<file path="config.mk">
export PLATFORM = sky130hd
export DESIGN_NAME = acdc_top
export DESIGN_NICKNAME = d
export VERILOG_FILES = /design/src/acdc_pkg.sv /design/src/acdc_top.sv /design/src/acdc_div.sv
export SDC_FILE = /design/constraint.sdc
export NUM_CORES = 1
export LEC_CHECK = 0
export BUFFER_PORTS_ARGS = -buffer_cell sky130_fd_sc_hd__buf_4
export CORE_MARGIN = 2
export CORE_UTILIZATION = 40
export CTS_CLUSTER_DIAMETER = 40
export CTS_CLUSTER_SIZE = 20
export DETAILED_ROUTE_END_ITERATION = 16
export HOLD_SLACK_MARGIN = 0.15
export PLACE_DENSITY = 0.62
export SETUP_SLACK_MARGIN = 0.4
export SLEW_MARGIN = 20
export SYNTH_ARGS = -nofsm -noshare
export SYNTH_HDL_FRONTEND = slang
export SYNTH_HIERARCHICAL = 1
export SYNTH_SLANG_ARGS = --single-unit
</file>
<file path="constraint.sdc">
create_clock -name SYS_CLK_IN -period 7.2 [get_ports SYS_CLK_IN]
set_clock_uncertainty 0.2 [all_clocks]
set_input_delay 0 -clock SYS_CLK_IN [delete_from_list [all_inputs] [get_ports SYS_CLK_IN]]
set_output_delay 0 -clock SYS_CLK_IN [all_outputs]
set_load 0.005 [all_outputs]
</file>
<file path="src/acdc_pkg.sv">
`default_nettype none
package acdc_pkg;

  // Register indices; the byte address is four times the index.
  localparam logic [5:0] IDX_PLAYBACK_INTERP_RATIO     = 6'h0F;
  localparam logic [5:0] IDX_RESERVED_INDEX_17         = 6'h11;
  localparam logic [5:0] IDX_RECORD_FIRST_DIVIDER      = 6'h12;
  localparam logic [5:0] IDX_RECORD_MODULATOR_DIVIDER  = 6'h13;
  localparam logic [5:0] IDX_RECORD_OVERSAMPLE_RATIO   = 6'h14;
  localparam logic [5:0] IDX_RECORD_INSTRUCTION_COUNT  = 6'h15;
  localparam logic [5:0] IDX_RECORD_DECIM_RATIO        = 6'h16;
  localparam logic [5:0] IDX_PLAYBACK_BLOCK_SEL        = 6'h3C;
  localparam logic [5:0] IDX_RECORD_BLOCK_SEL          = 6'h3D;

  // Reset values.
  localparam logic [7:0] RST_PLAYBACK_INTERP_RATIO     = 8'h08;
  localparam logic [7:0] RST_RECORD_FIRST_DIVIDER      = 8'h01;
  localparam logic [7:0] RST_RECORD_MODULATOR_DIVIDER  = 8'h01;
  localparam logic [7:0] RST_RECORD_OVERSAMPLE_RATIO   = 8'h80;
  localparam logic [7:0] RST_RECORD_INSTRUCTION_COUNT  = 8'h80;
  localparam logic [7:0] RST_RECORD_DECIM_RATIO        = 8'h04;
  localparam logic [4:0] RST_BLOCK_SEL                 = 5'h00;

  // Field positions and masks.
  localparam int         DIV_POWER_BIT                 = 7;
  localparam logic [7:0] RATIO4_MASK                   = 8'h0F;
  localparam logic [7:0] DIV7_MASK                     = 8'h7F;
  localparam logic [7:0] SEL5_MASK                     = 8'h1F;
  localparam logic [4:0] SEL_PROGRAMMABLE              = 5'h00;

  // Value of a zero code for each field width.
  localparam logic [8:0] MAX_RATIO4                    = 9'h010;
  localparam logic [8:0] MAX_DIV7                      = 9'h080;
  localparam logic [8:0] MAX_RATIO8                    = 9'h100;

  localparam int         NUM_STAGES                    = 3;

  typedef enum logic [1:0] {
    ACDC_ST_IDLE = 2'b00,
    ACDC_ST_DONE = 2'b01
  } acdc_state_t;

  typedef struct packed {
    logic       playback_valid;
    logic [4:0] playback_interp;
    logic       record_valid;
    logic [8:0] record_instr;
    logic [4:0] record_decim;
  } acdc_cfg_t;

endpackage
`default_nettype wire

</file>
<file path="src/acdc_top.sv">
// Notes on behaviour
// - Playback interpolation code 0 means 16, other codes mean their value 1 to 15.
// - Playback interpolation applies only while the playback block selection is 0.
// - First divider power bit low powers it down and takes the playback processing clock.
// - First divider code 0 divides by 128, other codes by their value.
// - Modulator divider power bit low powers it down and takes the playback modulator clock.
// - Modulator divider code 0 divides by 128, other codes by their value.
// - Oversampling code 0 means 256, other codes mean their value.
// - Record instruction count is twice the code, 0 to 510.
// - Record instruction count applies only while the record block selection is 0.
// - Record decimation code 0 means 16, other codes mean their value 1 to 15.
// - Record decimation applies only while the record block selection is 0.
`timescale 1ns/100ps
`default_nettype none

module acdc_top (
  input  wire logic        SYS_CLK_IN,
  input  wire logic        RST_IN,
  input  wire logic        PSEL_IN,
  input  wire logic        PENABLE_IN,
  input  wire logic        PWRITE_IN,
  input  wire logic [7:0]  PADDR_IN,
  input  wire logic [31:0] PWDATA_IN,
  output logic [31:0]      PRDATA_OUT,
  output logic             PREADY_OUT,
  output logic             PSLVERR_OUT,
  input  wire logic        CODEC_CLK_EN_IN,
  input  wire logic        PLAYBACK_PROC_EN_IN,
  input  wire logic        PLAYBACK_MOD_EN_IN,
  output logic             RECORD_PROC_EN_OUT,
  output logic             RECORD_MOD_EN_OUT,
  output logic             RECORD_SAMPLE_EN_OUT,
  output logic             PLAYBACK_CFG_VALID_OUT,
  output logic [4:0]       PLAYBACK_INTERP_OUT,
  output logic             RECORD_CFG_VALID_OUT,
  output logic [8:0]       RECORD_INSTR_COUNT_OUT,
  output logic [4:0]       RECORD_DECIM_OUT
);

  function automatic logic [8:0] zero_is_max(input logic [7:0] code,
                                             input logic [8:0] maxv);
    if (code == 8'h00) begin
      return maxv;
    end
    return {1'b0, code};
  endfunction

  function automatic logic sel_programmable(input logic [4:0] sel);
    return (sel == acdc_pkg::SEL_PROGRAMMABLE);
  endfunction

  acdc_pkg::acdc_state_t state_r;
  acdc_pkg::acdc_state_t state_nxt;
  logic [7:0]            interp_r;
  logic [7:0]            interp_nxt;
  logic [7:0]            first_r;
  logic [7:0]            first_nxt;
  logic [7:0]            mod_r;
  logic [7:0]            mod_nxt;
  logic [7:0]            osr_r;
  logic [7:0]            osr_nxt;
  logic [7:0]            instr_r;
  logic [7:0]            instr_nxt;
  logic [7:0]            decim_r;
  logic [7:0]            decim_nxt;
  logic [4:0]            pb_sel_r;
  logic [4:0]            pb_sel_nxt;
  logic [4:0]            rec_sel_r;
  logic [4:0]            rec_sel_nxt;
  logic [31:0]           rdata_r;
  logic [31:0]           rdata_nxt;
  logic                  err_r;
  logic                  err_nxt;
  acdc_pkg::acdc_cfg_t   cfg_r;
  acdc_pkg::acdc_cfg_t   cfg_nxt;
  logic [5:0]            idx;
  logic                  mapped;
  logic [7:0]            rd_byte;
  logic                  access;
  logic                  wr_fire;

  assign idx = PADDR_IN[7:2];
  assign access = PSEL_IN && PENABLE_IN;
  assign wr_fire = access && PWRITE_IN && (state_r == acdc_pkg::ACDC_ST_DONE) && mapped;

  // Read mux and address decode; reserved bits and the reserved register read as zero.
  always_comb begin
    mapped = (PADDR_IN[1:0] == 2'b00);
    rd_byte = 8'h00;
    case (idx)
      acdc_pkg::IDX_PLAYBACK_INTERP_RATIO: begin
        rd_byte = interp_r;
      end
      acdc_pkg::IDX_RESERVED_INDEX_17: begin
        rd_byte = 8'h00;
      end
      acdc_pkg::IDX_RECORD_FIRST_DIVIDER: begin
        rd_byte = first_r;
      end
      acdc_pkg::IDX_RECORD_MODULATOR_DIVIDER: begin
        rd_byte = mod_r;
      end
      acdc_pkg::IDX_RECORD_OVERSAMPLE_RATIO: begin
        rd_byte = osr_r;
      end
      acdc_pkg::IDX_RECORD_INSTRUCTION_COUNT: begin
        rd_byte = instr_r;
      end
      acdc_pkg::IDX_RECORD_DECIM_RATIO: begin
        rd_byte = decim_r;
      end
      acdc_pkg::IDX_PLAYBACK_BLOCK_SEL: begin
        rd_byte = {3'h0, pb_sel_r};
      end
      acdc_pkg::IDX_RECORD_BLOCK_SEL: begin
        rd_byte = {3'h0, rec_sel_r};
      end
      default: begin
        mapped = 1'b0;
      end
    endcase
  end

  // Bus slave: one wait cycle, then the answer stands for one cycle.
  always_comb begin
    state_nxt = state_r;
    rdata_nxt = rdata_r;
    err_nxt = err_r;
    case (state_r)
      acdc_pkg::ACDC_ST_IDLE: begin
        if (access) begin
          state_nxt = acdc_pkg::ACDC_ST_DONE;
          if (PWRITE_IN || !mapped) begin
            rdata_nxt = 32'h0000_0000;
          end else begin
            rdata_nxt = {24'h00_0000, rd_byte};
          end
          err_nxt = !mapped;
        end
      end
      acdc_pkg::ACDC_ST_DONE: begin
        state_nxt = acdc_pkg::ACDC_ST_IDLE;
        err_nxt = 1'b0;
      end
      default: begin
        state_nxt = acdc_pkg::ACDC_ST_IDLE;
      end
    endcase
  end

  // Register writes; only defined bits are stored.
  always_comb begin
    interp_nxt = interp_r;
    first_nxt = first_r;
    mod_nxt = mod_r;
    osr_nxt = osr_r;
    instr_nxt = instr_r;
    decim_nxt = decim_r;
    pb_sel_nxt = pb_sel_r;
    rec_sel_nxt = rec_sel_r;
    if (wr_fire) begin
      case (idx)
        acdc_pkg::IDX_PLAYBACK_INTERP_RATIO: begin
          interp_nxt = PWDATA_IN[7:0] & acdc_pkg::RATIO4_MASK;
        end
        acdc_pkg::IDX_RECORD_FIRST_DIVIDER: begin
          first_nxt = PWDATA_IN[7:0];
        end
        acdc_pkg::IDX_RECORD_MODULATOR_DIVIDER: begin
          mod_nxt = PWDATA_IN[7:0];
        end
        acdc_pkg::IDX_RECORD_OVERSAMPLE_RATIO: begin
          osr_nxt = PWDATA_IN[7:0];
        end
        acdc_pkg::IDX_RECORD_INSTRUCTION_COUNT: begin
          instr_nxt = PWDATA_IN[7:0];
        end
        acdc_pkg::IDX_RECORD_DECIM_RATIO: begin
          decim_nxt = PWDATA_IN[7:0] & acdc_pkg::RATIO4_MASK;
        end
        acdc_pkg::IDX_PLAYBACK_BLOCK_SEL: begin
          pb_sel_nxt = 5'(PWDATA_IN[7:0] & acdc_pkg::SEL5_MASK);
        end
        acdc_pkg::IDX_RECORD_BLOCK_SEL: begin
          rec_sel_nxt = 5'(PWDATA_IN[7:0] & acdc_pkg::SEL5_MASK);
        end
        default: begin
        end
      endcase
    end
  end

  // Decoded configuration for the processing engines.
  always_comb begin
    cfg_nxt.playback_interp = 5'(zero_is_max(interp_r & acdc_pkg::RATIO4_MASK,
                                             acdc_pkg::MAX_RATIO4));
    cfg_nxt.playback_valid = sel_programmable(pb_sel_r);
    cfg_nxt.record_instr = {instr_r, 1'b0};
    cfg_nxt.record_decim = 5'(zero_is_max(decim_r & acdc_pkg::RATIO4_MASK,
                                          acdc_pkg::MAX_RATIO4));
    cfg_nxt.record_valid = sel_programmable(rec_sel_r);
  end

  always_ff @(posedge SYS_CLK_IN or posedge RST_IN) begin
    if (RST_IN) begin
      state_r <= acdc_pkg::ACDC_ST_IDLE;
      rdata_r <= 32'h0000_0000;
      err_r <= 1'b0;
    end else begin
      state_r <= state_nxt;
      rdata_r <= rdata_nxt;
      err_r <= err_nxt;
    end
  end

  always_ff @(posedge SYS_CLK_IN or posedge RST_IN) begin
    if (RST_IN) begin
      interp_r <= acdc_pkg::RST_PLAYBACK_INTERP_RATIO;
      first_r <= acdc_pkg::RST_RECORD_FIRST_DIVIDER;
      mod_r <= acdc_pkg::RST_RECORD_MODULATOR_DIVIDER;
      osr_r <= acdc_pkg::RST_RECORD_OVERSAMPLE_RATIO;
      instr_r <= acdc_pkg::RST_RECORD_INSTRUCTION_COUNT;
      decim_r <= acdc_pkg::RST_RECORD_DECIM_RATIO;
      pb_sel_r <= acdc_pkg::RST_BLOCK_SEL;
      rec_sel_r <= acdc_pkg::RST_BLOCK_SEL;
    end else begin
      interp_r <= interp_nxt;
      first_r <= first_nxt;
      mod_r <= mod_nxt;
      osr_r <= osr_nxt;
      instr_r <= instr_nxt;
      decim_r <= decim_nxt;
      pb_sel_r <= pb_sel_nxt;
      rec_sel_r <= rec_sel_nxt;
    end
  end

  always_ff @(posedge SYS_CLK_IN or posedge RST_IN) begin
    if (RST_IN) begin
      cfg_r <= '0;
    end else begin
      cfg_r <= cfg_nxt;
    end
  end

  assign PREADY_OUT = (state_r == acdc_pkg::ACDC_ST_DONE);
  assign PSLVERR_OUT = PREADY_OUT && err_r;
  assign PRDATA_OUT = rdata_r;
  assign PLAYBACK_CFG_VALID_OUT = cfg_r.playback_valid;
  assign PLAYBACK_INTERP_OUT = cfg_r.playback_interp;
  assign RECORD_CFG_VALID_OUT = cfg_r.record_valid;
  assign RECORD_INSTR_COUNT_OUT = cfg_r.record_instr;
  assign RECORD_DECIM_OUT = cfg_r.record_decim;

  logic [acdc_pkg::NUM_STAGES-1:0] stg_power;
  logic [acdc_pkg::NUM_STAGES-1:0] stg_tick_in;
  logic [acdc_pkg::NUM_STAGES-1:0] stg_tick_out;
  logic [8:0]                      stg_ratio [acdc_pkg::NUM_STAGES];
  logic                            proc_en;
  logic                            mod_en;

  assign stg_power[0] = first_r[acdc_pkg::DIV_POWER_BIT];
  assign proc_en = stg_power[0] ? stg_tick_out[0] : PLAYBACK_PROC_EN_IN;
  assign stg_power[1] = mod_r[acdc_pkg::DIV_POWER_BIT];
  assign mod_en = stg_power[1] ? stg_tick_out[1] : PLAYBACK_MOD_EN_IN;

  assign stg_power[2] = 1'b1;

  assign stg_tick_in[0] = CODEC_CLK_EN_IN;
  assign stg_tick_in[1] = proc_en;
  assign stg_tick_in[2] = mod_en;
  assign stg_ratio[0] = zero_is_max(first_r & acdc_pkg::DIV7_MASK, acdc_pkg::MAX_DIV7);
  assign stg_ratio[1] = zero_is_max(mod_r & acdc_pkg::DIV7_MASK, acdc_pkg::MAX_DIV7);
  assign stg_ratio[2] = zero_is_max(osr_r, acdc_pkg::MAX_RATIO8);

  for (genvar g = 0; g < acdc_pkg::NUM_STAGES; g++) begin : g_stage
    acdc_div acdc_div_i (
      .clk_in   (SYS_CLK_IN),
      .rst_in   (RST_IN),
      .power_in (stg_power[g]),
      .tick_in  (stg_tick_in[g]),
      .ratio_in (stg_ratio[g]),
      .tick_out (stg_tick_out[g])
    );
  end

  assign RECORD_PROC_EN_OUT = proc_en;
  assign RECORD_MOD_EN_OUT = mod_en;
  assign RECORD_SAMPLE_EN_OUT = stg_tick_out[2];

endmodule

`default_nettype wire

</file>
<file path="src/acdc_div.sv">
`timescale 1ns/100ps
`default_nettype none

module acdc_div (
  input  wire logic       clk_in,
  input  wire logic       rst_in,
  input  wire logic       power_in,
  input  wire logic       tick_in,
  input  wire logic [8:0] ratio_in,
  output logic            tick_out
);

  logic [7:0] cnt_r;
  logic [7:0] cnt_nxt;
  logic       tick_r;
  logic       tick_nxt;
  logic [7:0] last;

  assign last = 8'(ratio_in - 9'h001);

  // Counts input ticks and pulses once per ratio ticks; idle when powered down.
  always_comb begin
    cnt_nxt = cnt_r;
    tick_nxt = 1'b0;
    if (!power_in) begin
      cnt_nxt = 8'h00;
    end else if (tick_in) begin
      if (cnt_r == last) begin
        cnt_nxt = 8'h00;
        tick_nxt = 1'b1;
      end else begin
        cnt_nxt = cnt_r + 8'h01;
      end
    end
  end

  always_ff @(posedge clk_in or posedge rst_in) begin
    if (rst_in) begin
      cnt_r <= 8'h00;
      tick_r <= 1'b0;
    end else begin
      cnt_r <= cnt_nxt;
      tick_r <= tick_nxt;
    end
  end

  assign tick_out = tick_r;

endmodule

`default_nettype wire

</file>
After elaboration in Yosys (flattened, before gate mapping)

Index checks and enable logic that the tools add are counted.

Flip-flop bits (word level): 132
Input port bits: 48
Output and inout port bits: 58
Logic and storage cells: 111

$add $sub $neg: 6
Equal/unequal tests: 16
Mux-type cells: 39
Reductions and logical operators: 28

Operator list:

| kind                  | number |
|---|---|
| $mux W8               | 14 |
| $pmux W8 S8           | 1 |
| $logic_not A8 Y1      | 5 |
| $eq A6 B5 Y1 const B  | 6 |
| $add A8 B1 Y8 const B | 3 |
| $eq A8 B8 Y1          | 3 |
| $sub A8 B1 Y8 const B | 3 |
| $mux W5               | 4 |
| $reduce_and A2 Y1     | 10 |
| $mux W1               | 17 |
| $eq A6 B6 Y1 const B  | 2 |
| $logic_not A5 Y1      | 2 |
| $reduce_or A9 Y1      | 1 |
| $eq A6 B4 Y1 const B  | 1 |
| $ne A2 B2 Y1 const B  | 3 |
| $logic_and A1 B1 Y1   | 5 |
| $logic_not A2 Y1      | 2 |
| $mux W2               | 2 |
| $eq A2 B1 Y1 const B  | 1 |
| $pmux W1 S2           | 1 |
| $reduce_bool A2 Y1    | 1 |
| $logic_not A1 Y1      | 1 |
| $logic_or A1 B1 Y1    | 1 |

Depth between registers and ports, before layout

Gate-level depths: netlist of run 1.

Word-level depth: 8
Mapped depth: 8
Gate-level depth less buffers: 7

Hierarchy

The synthesis of run 1 kept the hierarchy.

Modules (own cells, without submodules):

| module   | times used | cells each | area each (um^2) | sequential area each (um^2) |
|---|---|---|---|---|
| acdc_top | 1          | 309        | 3938.8           | 2009.4 |
| acdc_div | 3          | 78         | 737.0            | 225.2 |

Worst setup path after synthesis of run 1

No wires, ideal clock.

Path kind: reg-to-reg
Start: register first_r[0]
End: register g_stage[0].acdc_div_i.cnt_r[1]
Setup time: 129 ps
Data arrival time: 2133 ps
Required time: 6871 ps
Setup slack: 4738 ps
Cell stages (with the launch flop): 9
Path buffers: 1
Period minus slack after synthesis: 2462 ps
Cells stage by stage: dfstp_2 > clkbuf_1 > inv_1 > ha_1 > xnor2_1 > xnor2_1 > or4_4 > o311ai_1 > a21oi_1

RTL lines:

| element                | RTL line        | RTL |
|---|---|---|
| from (decl)            | acdc_top.sv:56  | `logic [7:0] first_r;` |
| from (signal assigned) | acdc_top.sv:219 | `first_r <= acdc_pkg::RST_RECORD_FIRST_DIVIDER;` |
| from (signal assigned) | acdc_top.sv:228 | `first_r <= first_nxt;` |
| to (signal assigned)   | acdc_div.sv:42  | `cnt_r <= cnt_nxt;` |
| to (decl)              | acdc_div.sv:13  | `logic [7:0] cnt_r;` |

Worst setup path in the final report of run 1

Start: input port PADDR_IN[7]
End: register mod_r[7]

Longest elaborated chain between the ends: 5
Elaborated cells between the ends (all ways): 13
Those cells by class: eq/ne: 9; mux: 1; reduce/logical: 3

RTL lines:

| element                                    | RTL line        | RTL |
|---|---|---|
| from (decl)                                | acdc_top.sv:22  | `input wire logic [7:0] PADDR_IN,` |
| $eq A6 B6 Y1, or another cell as far along | acdc_top.sv:90  | `case (idx)` |
| $reduce_or A9 Y1 (no source line)          | n/a             |  |
| $mux W1                                    | acdc_top.sv:90  |  |
| $logic_and A1 B1 Y1                        | acdc_top.sv:84  | `assign wr_fire = access && PWRITE_IN && (state_r == acdc_pkg::ACDC_ST_DONE) && mapped;` |
| $reduce_and A2 Y1 (no source line) *       | n/a             |  |
| to (signal assigned)                       | acdc_top.sv:220 | `mod_r <= acdc_pkg::RST_RECORD_MODULATOR_DIVIDER;` |
| to (signal assigned)                       | acdc_top.sv:229 | `mod_r <= mod_nxt;` |
| to (decl)                                  | acdc_top.sv:58  | `logic [7:0] mod_r;` |

Mark *: on every way between the ends. The rest lies on a longest branch, timed or not.
A chain may end at the register's enable or synchronous reset.

==> flow_results.org, run 1 <==
** Cells and area
- The net count of the finished layout is 661.
- Area added between synthesis and finish :: 17.96%
- Cells with a size suffix above 1 make up 26.80% of the layout.
- 0 antenna diodes ended up in the layout.

** STA
- Share of the clock period used by the worst path after layout :: 45.26%
- Count of final hold-check violations :: 0
- Final setup violating endpoints :: 0
- Worst setup slack after layout :: 3941 ps
- Setup repair after global routing left no endpoint under its margin.
- At the pin with the least slew margin, the transition time is 940.7 ps.
- Static timing analysis puts the maximum clock frequency at 0.3069 GHz.
- Counting I/O delays and the setup requirement, the final critical path takes 3259 ps.
- In this run the tightest slew margin relative to its limit is 37.29%.
- Setup total negative slack on the finished layout was measured at 0 ps.
- The number of max-slew violations in the final report was 0.

** Worst setup path
- The worst register-to-register path ends at mod_r[7].
- Crit path cell chain :: dlygate4sd3_1, buf_4, or4b_1, dlygate4sd3_1, nor2_2, nand2_8, mux2_4, dlygate4sd3_1
- Among the stages of the critical path, the cell type that occurs most often is sky130_fd_sc_hd__dlygate4sd3_1.
- Counting both buffers and inverters, the worst setup path holds a total of 4.
- Crit path largest cell delay :: 590 ps
- Worst reg-to-reg setup slack :: 4180 ps
- For this design, the slowest cell found on the critical path is sky130_fd_sc_hd__dlygate4sd3_1.
- Measured in cells, the most critical reg-to-reg path has a length of 6.
- In this run the worst path has a maximum fanout of 9.
- Data on the critical path is required at its endpoint by 7240 ps.
- The worst setup path is launched from an input pin.
- Cell family with most CP delay :: buffers and inverters
- The worst setup path is of the input pin to register kind.
- Arrival time reported for the critical path endpoint :: 3300 ps
- The worst setup path is captured at a register.
- In this run the critical register-to-register path is launched from state_r[0].

** CTS
- After clock tree synthesis, the repair step resized 0 gates.
- After clock tree synthesis, the clock-pin slew on the worst setup and hold paths is 70 ps.
- Number of levels the H-tree was split into :: 3
- Number of clock sinks :: 107
- Clock tree from TritonCTS :: yes
- Worst-skew pair later-pin latency :: 350 ps
- CTS Buf Count :: 9
- Deepest clock path buffer count :: 2
- The tree is rooted in a sky130_fd_sc_hd__clkbuf_16.

** Die
- From left edge to right edge, the die measures 127.8 um.
- Num ports :: 106
- From bottom edge to top edge, the die measures 127.8 um.
- Standard cell core area :: 15,090 um^2
- Area of the die :: 16,330 um^2
- Row generation in the floorplan step produced 45 rows.
- Once the floorplan was initialized, standard cells occupied 40.63% of the core.

** Global routing
- Global routing usage summed across all routing layers :: 17.04%
- Global route overflow :: 0
- The first global-routing pass estimated 21,780 um of wire.
- The number of global-route vias before repair is 4,166.
- Entering global routing, the biggest net connects 81 pins.
- The number of antenna violations at the first check in global routing is 0.

** Synth
- In the synthesized netlist, the number of instances is 540.
- Number of synthesis warnings :: 6
- Averaged over all synthesized cells, the footprint is 11.35 um^2.
- Synthesized cell area :: 6131 um^2

** Min path
- Along the worst hold path, the cell count comes to 0.
- The min-delay analysis places its worst path in the category register to register.
- The startpoint identified for the worst hold timing path is instr_r[2].
- The worst hold path terminates at RECORD_INSTR_COUNT_OUT[3].

** Detailed routing
- Vias per cell :: 5.286
- Detail-routed net length per standard cell :: 16.63 um
- After detailed routing, the number of remaining DRC violations is 0.
- For this block, the via count after detailed routing is 4,229.
- Summed over all layers, the routed wires come to 13,310 um.
- Final ANT Viol Nets :: 0
- Before antenna repair, the detailed router went through 6 iterations.
- The detailed router finished its first iteration with 301 violations.

** Job
- Max-cap violations in this run came to 0.

** Placement
- Gp weighted congestion :: 0.8113
- The count of buffers added on input and output ports is 56.
- Detailed placement ended at an HPWL of 9513 um.
- Timing analysis after detailed placement gives a worst setup slack of 4509 ps.

** Pwr
- Overall power consumption after layout is estimated at 1.163 mW.
- Max IR drop VDD :: 0.0001209 V
- For this design the static power due to leakage is 3.407 nW.
- Power spread over the standard cell area amounts to 160.9 nW/um^2.

** Outcome
- The run finished with clean final reports.
-- metal layers --
| metal | wire, um | vias up | part of all wire, % | global-route usage, % |
|---|---|---|---|---|
| li1 | - | 2029 | - | - |
| met1 | 6248 | 2077 | 47 | 23.21 |
| met2 | 6283 | 104 | 47 | 27.12 |
| met3 | 517 | 19 | 3.9 | 3.172 |
| met4 | 257 | 0 | 1.9 | 6.464 |
| met5 | 0 | - | 0 | 0 |
-- worst register-to-register path, cell delays in order, from the launching register on --
cell                            delay [ps]
sky130_fd_sc_hd__dfrtp_1               390
sky130_fd_sc_hd__nand2_1                90
sky130_fd_sc_hd__nor4_1                330
sky130_fd_sc_hd__o31a_1                840
sky130_fd_sc_hd__nand2_8               170
sky130_fd_sc_hd__mux2_4                340
sky130_fd_sc_hd__dlygate4sd3_1         550
-- report_power, final --
part	switching, mW	internal, mW
Sequential	0.00260	0.604
Clock	0.224	0.256
Combinational	0.0447	0.0325
Total	0.272	0.892
-- sequential cells by signal, summed over array words and instances, names as in the netlist, 3 cells and up --
name                         cells
interp_r                         4
mod_r                            8
g_stage.acdc_div_i/tick_out      3
rec_sel_r                        5
first_r                          8
decim_r                          4
g_stage.acdc_div_i/cnt_r        24
RECORD_INSTR_COUNT_OUT           8
PLAYBACK_INTERP_OUT              5
RECORD_DECIM_OUT                 5
PRDATA_OUT                       8
pb_sel_r                         5
osr_r                            8
instr_r                          8
-- placed cells by master, fill, tap and decap left out, drive strengths merged, types with 4 or more instances in the layout --
cell type / count
o311ai: 9
a22o: 4
nor4: 9
nand2b: 6
and3: 6
xor2: 15
nor2b: 4
nor3b: 7
nand2: 39
dfstp: 6
buf: 58
a221oi: 4
nor2: 18
a211oi: 18
dlygate4sd3: 39
a21oi: 13
o21ai: 12
conb: 29
or4: 10
ha: 6
inv: 23
a222oi: 4
mux2i: 11
mux2: 53
clkbuf: 12
dfrtp: 101
xnor2: 30
nor3: 15
nand4: 6
a221o: 4
-- worst max path at each step --
stage                                endpoint        start  cells after the start
6_report                             mod_r[7]  PADDR_IN[7]                      8
3_5_place_dp   g_stage[1].acdc_div_i/cnt_r[5]     mod_r[3]                      7
2_1_floorplan  g_stage[0].acdc_div_i/cnt_r[1]   first_r[0]                      8
4_1_cts                              mod_r[7]  PADDR_IN[7]                      8
5_1_grt                         PRDATA_OUT[4]  PADDR_IN[2]                      9
3_3_place_gp                       instr_r[0]   state_r[0]                      5
-- timing repair --
item                      4_1_cts  5_1_grt
hold endpoints to repair      188       26
hold buffers                   38        1
setup buffers                   0        0
-- metrics by stage --
stage                     util [%]  instances  hold slack [ps]  area [um^2]
after global placement       43.26        744           -175.9         6528
final                        47.93        800            215.3         7232
after global routing         47.93        800            229.4         7232
after floorplan                  -        567           -372.1         6232
after CTS                    47.68        798            223.8         7194
after detailed placement     43.26        744           -172.2         6528
-- cell type report --
class,count,area (um^2)
clock buffer,12,256.5
clock inverter,4,30.03
fill,1351,7858
inverter,22,83.83
multi-input combinational,370,3095
sequential,107,2685
tap,188,235.2
timing repair buffer,97,845.8
No activity file was read; power rests on OpenSTA's default activity.
==> run 2: changes to the inputs <==
==> constraint.sdc (replaced) <==
create_clock -name SYS_CLK_IN -period 3.3 [get_ports SYS_CLK_IN]
set_clock_uncertainty 0.2 [all_clocks]
set_input_delay 0 -clock SYS_CLK_IN [delete_from_list [all_inputs] [get_ports SYS_CLK_IN]]
set_output_delay 0 -clock SYS_CLK_IN [all_outputs]
set_load 0.005 [all_outputs]
==> run 2 against run 1 <==
  * Sequential power up 120%
  * Design area is 0.59% lower
  * Register-to-register slack lost 3600 ps
  * Combinational power up 120%
  * Hold slack got worse by 2.2 ps
  * Core utilization fell by 0.28 points
  * Flip-flop and latch count is the same
  * Global-route usage rose by 0.26 points
  * Via count fell by 1.3%
  * Clock-buffer cell count shrank 1
==> flow_results.org, run 2 (synthesized netlist as in run 1, its figures left out) <==
** Job
- The tool flagged a number of max-cap violations equal to 0.

** Detailed routing
- After detailed routing, the number of remaining DRC violations is 0.
- Via count :: 4,174
- The first TritonRoute pass finished after 5 iterations.
- Initial drt markers :: 270
- Vias per cell :: 5.250
- In this run the remaining antenna-violating nets after routing total 0.
- Detail-routed net length per standard cell :: 16.86 um
- Total Wirelength :: 13,400 um

** Die
- Measured along the y axis, the die boundary spans 127.8 um.
- Std-Cell Rows :: 45
- Area of the die :: 16,330 um^2
- Num ports :: 106
- Standard cell core area :: 15,090 um^2
- Width of the die :: 127.8 um
- The initial utilization of the core area, before any placement, comes to 40.63%.

** Pwr
- For this design the static power due to leakage is 3.383 nW.
- The design draws 2.630 mW.
- Max IR drop VDD :: 0.0002406 V
- Dividing total power by cell area gives a power density of 365.8 nW/um^2.

** Cells and area
- The number of antenna diodes in the final layout is 0.
- Leaving out fill and tap cells, the most frequent cell in the layout is sky130_fd_sc_hd__dfrtp_1.
- The top cell types in the final layout, fill and taps aside, are sky130_fd_sc_hd__dfrtp_1 (101), sky130_fd_sc_hd__buf_4 (60), sky130_fd_sc_hd__mux2_4 (36).
- From synthesis to final layout, the design area changed by 17.27%.
- Fill cell instance count of the final layout :: 1,357
- Of the cells placed in the final design, the portion with a size suffix greater than 1 is 27.18%.
- Number of flip-flops in the largest register :: 24
- In the final design database the tool counted 656 nets.
- Counting flops per register, the top entry is g_stage.acdc_div_i/cnt_r.

** Global routing
- Initial antenna violation count :: 0
- The first global-routing pass estimated 22,170 um of wire.
- Global route overflow :: 0
- Maximum number of pins on one net before global-route repair :: 35
- Global routing usage summed across all routing layers :: 17.30%
- Number of global-route vias before repair :: 4,236

** Worst setup path
- Count of buffer and inverter cells on the critical path :: 3
- Required time of the critical path :: 3340 ps
- Kind of start point of the critical path :: input pin
- Crit-path max FO :: 9
- The critical path is of the input pin to register type.
- Most common cell on crit path :: sky130_fd_sc_hd__dlygate4sd3_1
- In this design, the stage delay of the slowest critical-path cell is 600 ps.
- Category of the worst setup path capture point :: register
- First element of the critical path :: PADDR_IN[7]
- Crit path cell chain :: dlygate4sd3_1, buf_4, or4b_1, dlygate4sd3_1, nor2_2, nand2_8, mux2_4
- Number of stages on the worst setup path :: 7
- At the worst endpoint, the arrival time is 2770 ps.
- Cell family with most CP delay :: buffers and inverters
- The slowest stage of the critical path belongs to the cell sky130_fd_sc_hd__dlygate4sd3_1.
- Worst reg2reg path depth :: 7
- Startpoint of the worst register-to-register path :: state_r[0]

** CTS
- In this run the number of H-tree levels came out at 3.
- Clock-pin slew was measured on the worst setup and hold paths at 70 ps.
- In this run the post-CTS setup repair buffer count came out at 0.
- Worst-skew pair later-pin latency :: 350 ps
- Number of clock sinks :: 107
- Clock tree from TritonCTS :: yes
- The number of clock buffers added by TritonCTS is 9.
- Clock tree root buffer cell :: sky130_fd_sc_hd__clkbuf_16
- The longest clock path from root to sink contains 2 buffers.

** Placement
- Gp weighted congestion :: 0.8204
- The count of buffers added on input and output ports is 56.
- Dpl hpwl :: 9682 um

** STA
- For the final routed database, the setup TNS stands at 0 ps.
- Unrepaired setup endpoints after global routing :: false
- Static timing analysis puts the maximum clock frequency at 0.3665 GHz.
- Minimum hold slack :: 213.1 ps
- Setup violations remaining at the end of the flow were counted as 0.
- Share of the clock period used by the worst path after layout :: 82.69%
- After layout, the minimum clock period comes to 2729 ps.
- Max transition margin :: 56.30%
- Worst Max-Slew Pin Slew :: 649.4 ps
- The number of max-slew violations in the final report was 0.
- Count of final hold-check violations :: 0

** Min path
- The min-delay analysis places its worst path in the category register to register.
- Launch point of the worst hold path :: instr_r[7]
- Hold Path Stages :: 0

** Outcome
- Outcome :: finished, final reports clean
-- run 2: changes by cell type in the layout (fill, tap and decap cells not counted), moves of 2 or more --
cell / change
sky130_fd_sc_hd__bufinv_16: +2
sky130_fd_sc_hd__inv_6: -2
sky130_fd_sc_hd__buf_4: +3
sky130_fd_sc_hd__clkbuf_8: -2
sky130_fd_sc_hd__dlygate4sd3_1: -7
-- run 2: worst paths after layout --
path / end / slack, ps
worst max-delay path: mod_r[2] / 570
worst min register to register: RECORD_INSTR_COUNT_OUT[8] / 210
max in group asynchronous: decim_r[2] / 1430
worst max register to register: pb_sel_r[4] / 580
worst min-delay path: RECORD_INSTR_COUNT_OUT[8] / 210
min in group asynchronous: g_stage[2].acdc_div_i/cnt_r[1] / 640
-- run 2: what timing repair did --
item,CTS,global route
hold buffers,32,0
setup endpoints to repair,0,3
hold endpoints to repair,191,0
resized for setup,0,1
-- run 2: final cells by class --
| class | instances | area [um^2] | area share [%] |
|---|---|---|---|
| clock buffers | 11 | 232.7 | 3.237 |
| multi-input cells | 370 | 3102 | 43.14 |
| repair buffers | 92 | 770.7 | 10.72 |
| flip-flops and latches | 107 | 2685 | 37.35 |
| inverters | 22 | 83.83 | 1.166 |
| clock inverters | 5 | 80.08 | 1.114 |
| well taps | 188 | 235.2 | 3.272 |
-- run 2: routing by layer --
| metal | track usage, % | vias to the layer above | part of all wire (%) |
|---|---|---|---|
| met1 | 23.50 | 2042 | 46 |
| met5 | 0 | - | 0 |
| met4 | 7.175 | 0 | 2.2 |
| met2 | 27.62 | 98 | 48 |
| met3 | 2.796 | 17 | 3.9 |
| li1 | - | 2017 | - |
-- run 2: power by group --
group / switching (mW) / total (mW) / internal (mW)
sequential: 0.00576 / 1.32 / 1.32
clock: 0.477 / 1.14 / 0.664
combinational: 0.0981 / 0.166 / 0.0678
-- run 2: stage by stage --
stage                     area, um^2  util [%]  instances  setup slack (ps)
after floorplan                 6232         -        567             838.2
after global placement          6550     43.41        747             731.2
after detailed placement        6550     43.41        747             677.4
after CTS                       7183     47.60        795             505.2
after global routing            7189     47.65        795             428.8
final                           7189     47.65        795             571.2
-- run 2: worst reg2reg max path, cell delays in order, from the launching register on --
cell                            delay (ps)
sky130_fd_sc_hd__dfrtp_1               390
sky130_fd_sc_hd__nand2_1                90
sky130_fd_sc_hd__nor2_1                 90
sky130_fd_sc_hd__dlygate4sd3_1         550
sky130_fd_sc_hd__nand2_1               100
sky130_fd_sc_hd__nor3_4                260
sky130_fd_sc_hd__mux2_1                360
sky130_fd_sc_hd__dlygate4sd3_1         560
==> run 3: changes to the inputs <==
--- a/config.mk
+++ b/config.mk
@@ -12,7 +12,7 @@
 export CTS_CLUSTER_SIZE = 20
 export DETAILED_ROUTE_END_ITERATION = 16
 export HOLD_SLACK_MARGIN = 0.15
-export PLACE_DENSITY = 0.62
+export PLACE_DENSITY = 0.64
 export SETUP_SLACK_MARGIN = 0.4
 export SLEW_MARGIN = 20
 export SYNTH_ARGS = -nofsm -noshare
==> constraint.sdc (replaced) <==
create_clock -name SYS_CLK_IN -period 2.3 [get_ports SYS_CLK_IN]
set_clock_uncertainty 0.2 [all_clocks]
set_input_delay 0 -clock SYS_CLK_IN [delete_from_list [all_inputs] [get_ports SYS_CLK_IN]]
set_output_delay 0 -clock SYS_CLK_IN [all_outputs]
set_load 0.005 [all_outputs]
==> run 3 against run 2 <==
  * The run now ends with negative setup slack left
  * Core utilization is 4.6 points higher
  * Clock power grew 43%
  * Routed wire length grew 11%
  * First-iteration DRC count grew 14%
  * Worst setup slack got worse by 730 ps
  * Non-clock buffer count up 37
  * Critical path depth grew 1
==> flow_results.org, run 3 (synthesized netlist as in run 1, its figures left out) <==
** Outcome
- Outcome :: finished with violations
- The checks that failed: negative setup slack.

** Die
- Std-Cell Rows :: 45
- Initial core utilization :: 40.63%
- For this design the top-level I/O count stands at 106.
- Height of the die :: 127.8 um
- Area of the die :: 16,330 um^2
- Width of the die :: 127.8 um
- After floorplanning, the core was sized to cover 15,090 um^2.

** Global routing
- Initial antenna violation count :: 0
- The first global-routing pass estimated 23,510 um of wire.
- Maximum number of pins on one net before global-route repair :: 74
- Global routing usage summed across all routing layers :: 18.44%
- Global route overflow :: 0
- The number of global-route vias before repair came to 4,549.

** Cells and area
- In the final layout, the share of cells above drive strength 1 is 39.60%.
- Most flop-heavy register :: g_stage.acdc_div_i/cnt_r
- Net count, final :: 693
- Fill cells in the final layout number 1,294.
- Area added between synthesis and finish :: 28.57%
- Leading cell types in the layout, fill and taps excluded :: sky130_fd_sc_hd__dfrtp_1 (99), sky130_fd_sc_hd__buf_4 (94), sky130_fd_sc_hd__mux2_4 (36)
- The library cell used most frequently in the layout, excluding fill and tap cells, is sky130_fd_sc_hd__dfrtp_1.
- 0 antenna diodes ended up in the layout.
- The register with the most flip-flops in the layout has 24 of them.
- Cells fill 52.24% of the core in the end.

** Worst setup path
- Worst reg2reg path depth :: 8
- For the worst setup path, the data required time is 2340 ps.
- Worst Setup Path Type :: register to register
- Worst reg-to-reg setup slack :: -160 ps
- Crit path cell chain :: or4_4, nor4_4, xor2_1, and4_1, o22ai_4, nor3_4, buf_6, a211oi_2
- STA classifies the critical path startpoint as a register.
- For this design, the slowest cell found on the critical path is sky130_fd_sc_hd__or4_4.
- Category of the worst setup path capture point :: register
- Startpoint of the worst register-to-register path :: mod_r[3]
- Reg2reg end :: g_stage[1].acdc_div_i/cnt_r[3]
- Of all nets on the critical path, the largest fanout is 4.
- Arrival time reported for the critical path endpoint :: 2500 ps
- Crit path largest cell delay :: 550 ps

** Placement
- Dpl hpwl :: 10,210 um
- Routability-driven placement finished with a final weighted congestion of 0.8495.
- Number of input and output port buffers inserted :: 56

** STA
- Share of the clock period used by the worst path after layout :: 107.1%
- The hold violation count in the final report came to 0.
- Summed over all failing endpoints, the final setup total negative slack is -1942 ps.
- Final setup violating endpoints :: 21
- Max transition margin :: 56.25%
- The tightest hold path in the finished design has a slack of 154.0 ps.
- Maximum frequency from static timing analysis :: 0.4061 GHz
- For the pin with the worst max-slew slack, the measured transition is 650.2 ps.
- Across all setup checks in the final design, the least slack found is -162.2 ps.
- Number of max-slew violations in the final report :: 0
- Setup repair after global routing could not meet its margin everywhere.
- Minimum clock period after layout :: 2462 ps

** CTS
- Clock tree synthesis selected as its root buffer the cell sky130_fd_sc_hd__clkbuf_16.
- Clock tree synthesis found a total of 107 sinks.
- CTS Buf Count :: 9
- Number of levels the H-tree was split into :: 3
- The clock passes through at most 2 buffers.
- The later pin in the worst-skew pair is clocked with a latency of 360 ps.
- Clock-pin slew was measured on the worst setup and hold paths at 80 ps.
- TritonCTS built the clock tree.

** Detailed routing
- In the routed design, unresolved DRC markers number 0.
- Total Wirelength :: 14,890 um
- In the final routed layout, each cell accounts on average for 17.89 um.
- Final ANT Viol Nets :: 0
- The first routing iteration left 309 violations.
- DRT Pass-1 Iters :: 4
- Across all layers, the routed design uses 4,449 vias.
- Vias per cell :: 5.347

** Pwr
- PD cells :: 480.9 nW/um^2
- Max IR drop VDD :: 0.0003293 V
- Leak Pwr :: 3.661 nW

** Min path
- The worst hold path was traced through 6 stages.
- The startpoint identified for the worst hold timing path is PSEL_IN.
- The worst hold path terminates at pb_sel_r[0].
- Path type of the worst min-delay path :: input pin to register

** Job
- Count of maximum capacitance violations :: 0
run 3: how the worst max path moves through the flow:
stage,startpoint,to,slack (ps),cells past startpoint
3_5_place_dp,mod_r[3],g_stage[1].acdc_div_i/cnt_r[7],-130,7
5_1_grt,first_r[3],g_stage[0].acdc_div_i/cnt_r[4],-270,8
6_report,mod_r[3],g_stage[1].acdc_div_i/cnt_r[3],-160,8
3_3_place_gp,first_r[3],g_stage[0].acdc_div_i/tick_out,-60,7
2_1_floorplan,first_r[0],g_stage[0].acdc_div_i/cnt_r[0],-40,8
4_1_cts,mod_r[0],g_stage[1].acdc_div_i/cnt_r[7],-110,8
run 3: repair_timing:
action | CTS | global route
hold buffers | 26 | 2
hold endpoints to repair | 191 | 1
gates cloned | 0 | 0
buffers inserted | 10 | 5
pin swaps | 19 | 15
resized for setup | 36 | 26
endpoints found under the setup margin | 62 | 80
run 3: report_power, final:
part           switching [mW]  internal, mW
Sequential            0.00812          1.89
Clock                   0.764         0.864
Combinational           0.156         0.110
Total                   0.928          2.86
run 3: metrics by stage:
| step | cells | setup WS (ps) | area, um^2 | power (mW) |
|---|---|---|---|---|
| 2_1_floorplan | 567 | -35.60 | 6339 | 2.071 |
| 3_3_place_gp | 774 | -55.97 | 6852 | 2.130 |
| 3_5_place_dp | 774 | -125.6 | 6852 | 2.138 |
| 4_1_cts | 826 | -109.2 | 7696 | 3.804 |
| 5_1_grt | 832 | -267.3 | 7883 | 3.934 |
| 6_report | 832 | -162.2 | 7883 | 3.791 |
run 3: routing by layer:
| metal | up-vias | global-route usage, % | wire length, um |
|---|---|---|---|
| li1 | 2086 | - | - |
| met1 | 2244 | 23.67 | 6413 |
| met2 | 92 | 31.46 | 7737 |
| met3 | 27 | 2.295 | 464 |
| met4 | 0 | 7.951 | 272 |
| met5 | - | 0 | 0 |
run 3: critical path: cells and delay by family (launching register included):
kind / cells / cell delay [ps]
AOI/OAI and AO/OA: 2 / 180
xor gates and xnor gates: 1 / 220
buffers and inverters: 1 / 160
DFF: 1 / 390
and+or+nand+nor: 4 / 1180
run 3: final cells by class:
type / count / area [um^2] / area share, %
clock buffers: 9 / 225.2 / 2.857
inverters: 22 / 91.34 / 1.159
flip-flops and latches: 107 / 2688 / 34.10
multi-input cells: 370 / 3458 / 43.87
well taps: 188 / 235.2 / 2.984
repair buffers: 129 / 1096 / 13.90
clock inverters: 7 / 88.84 / 1.127
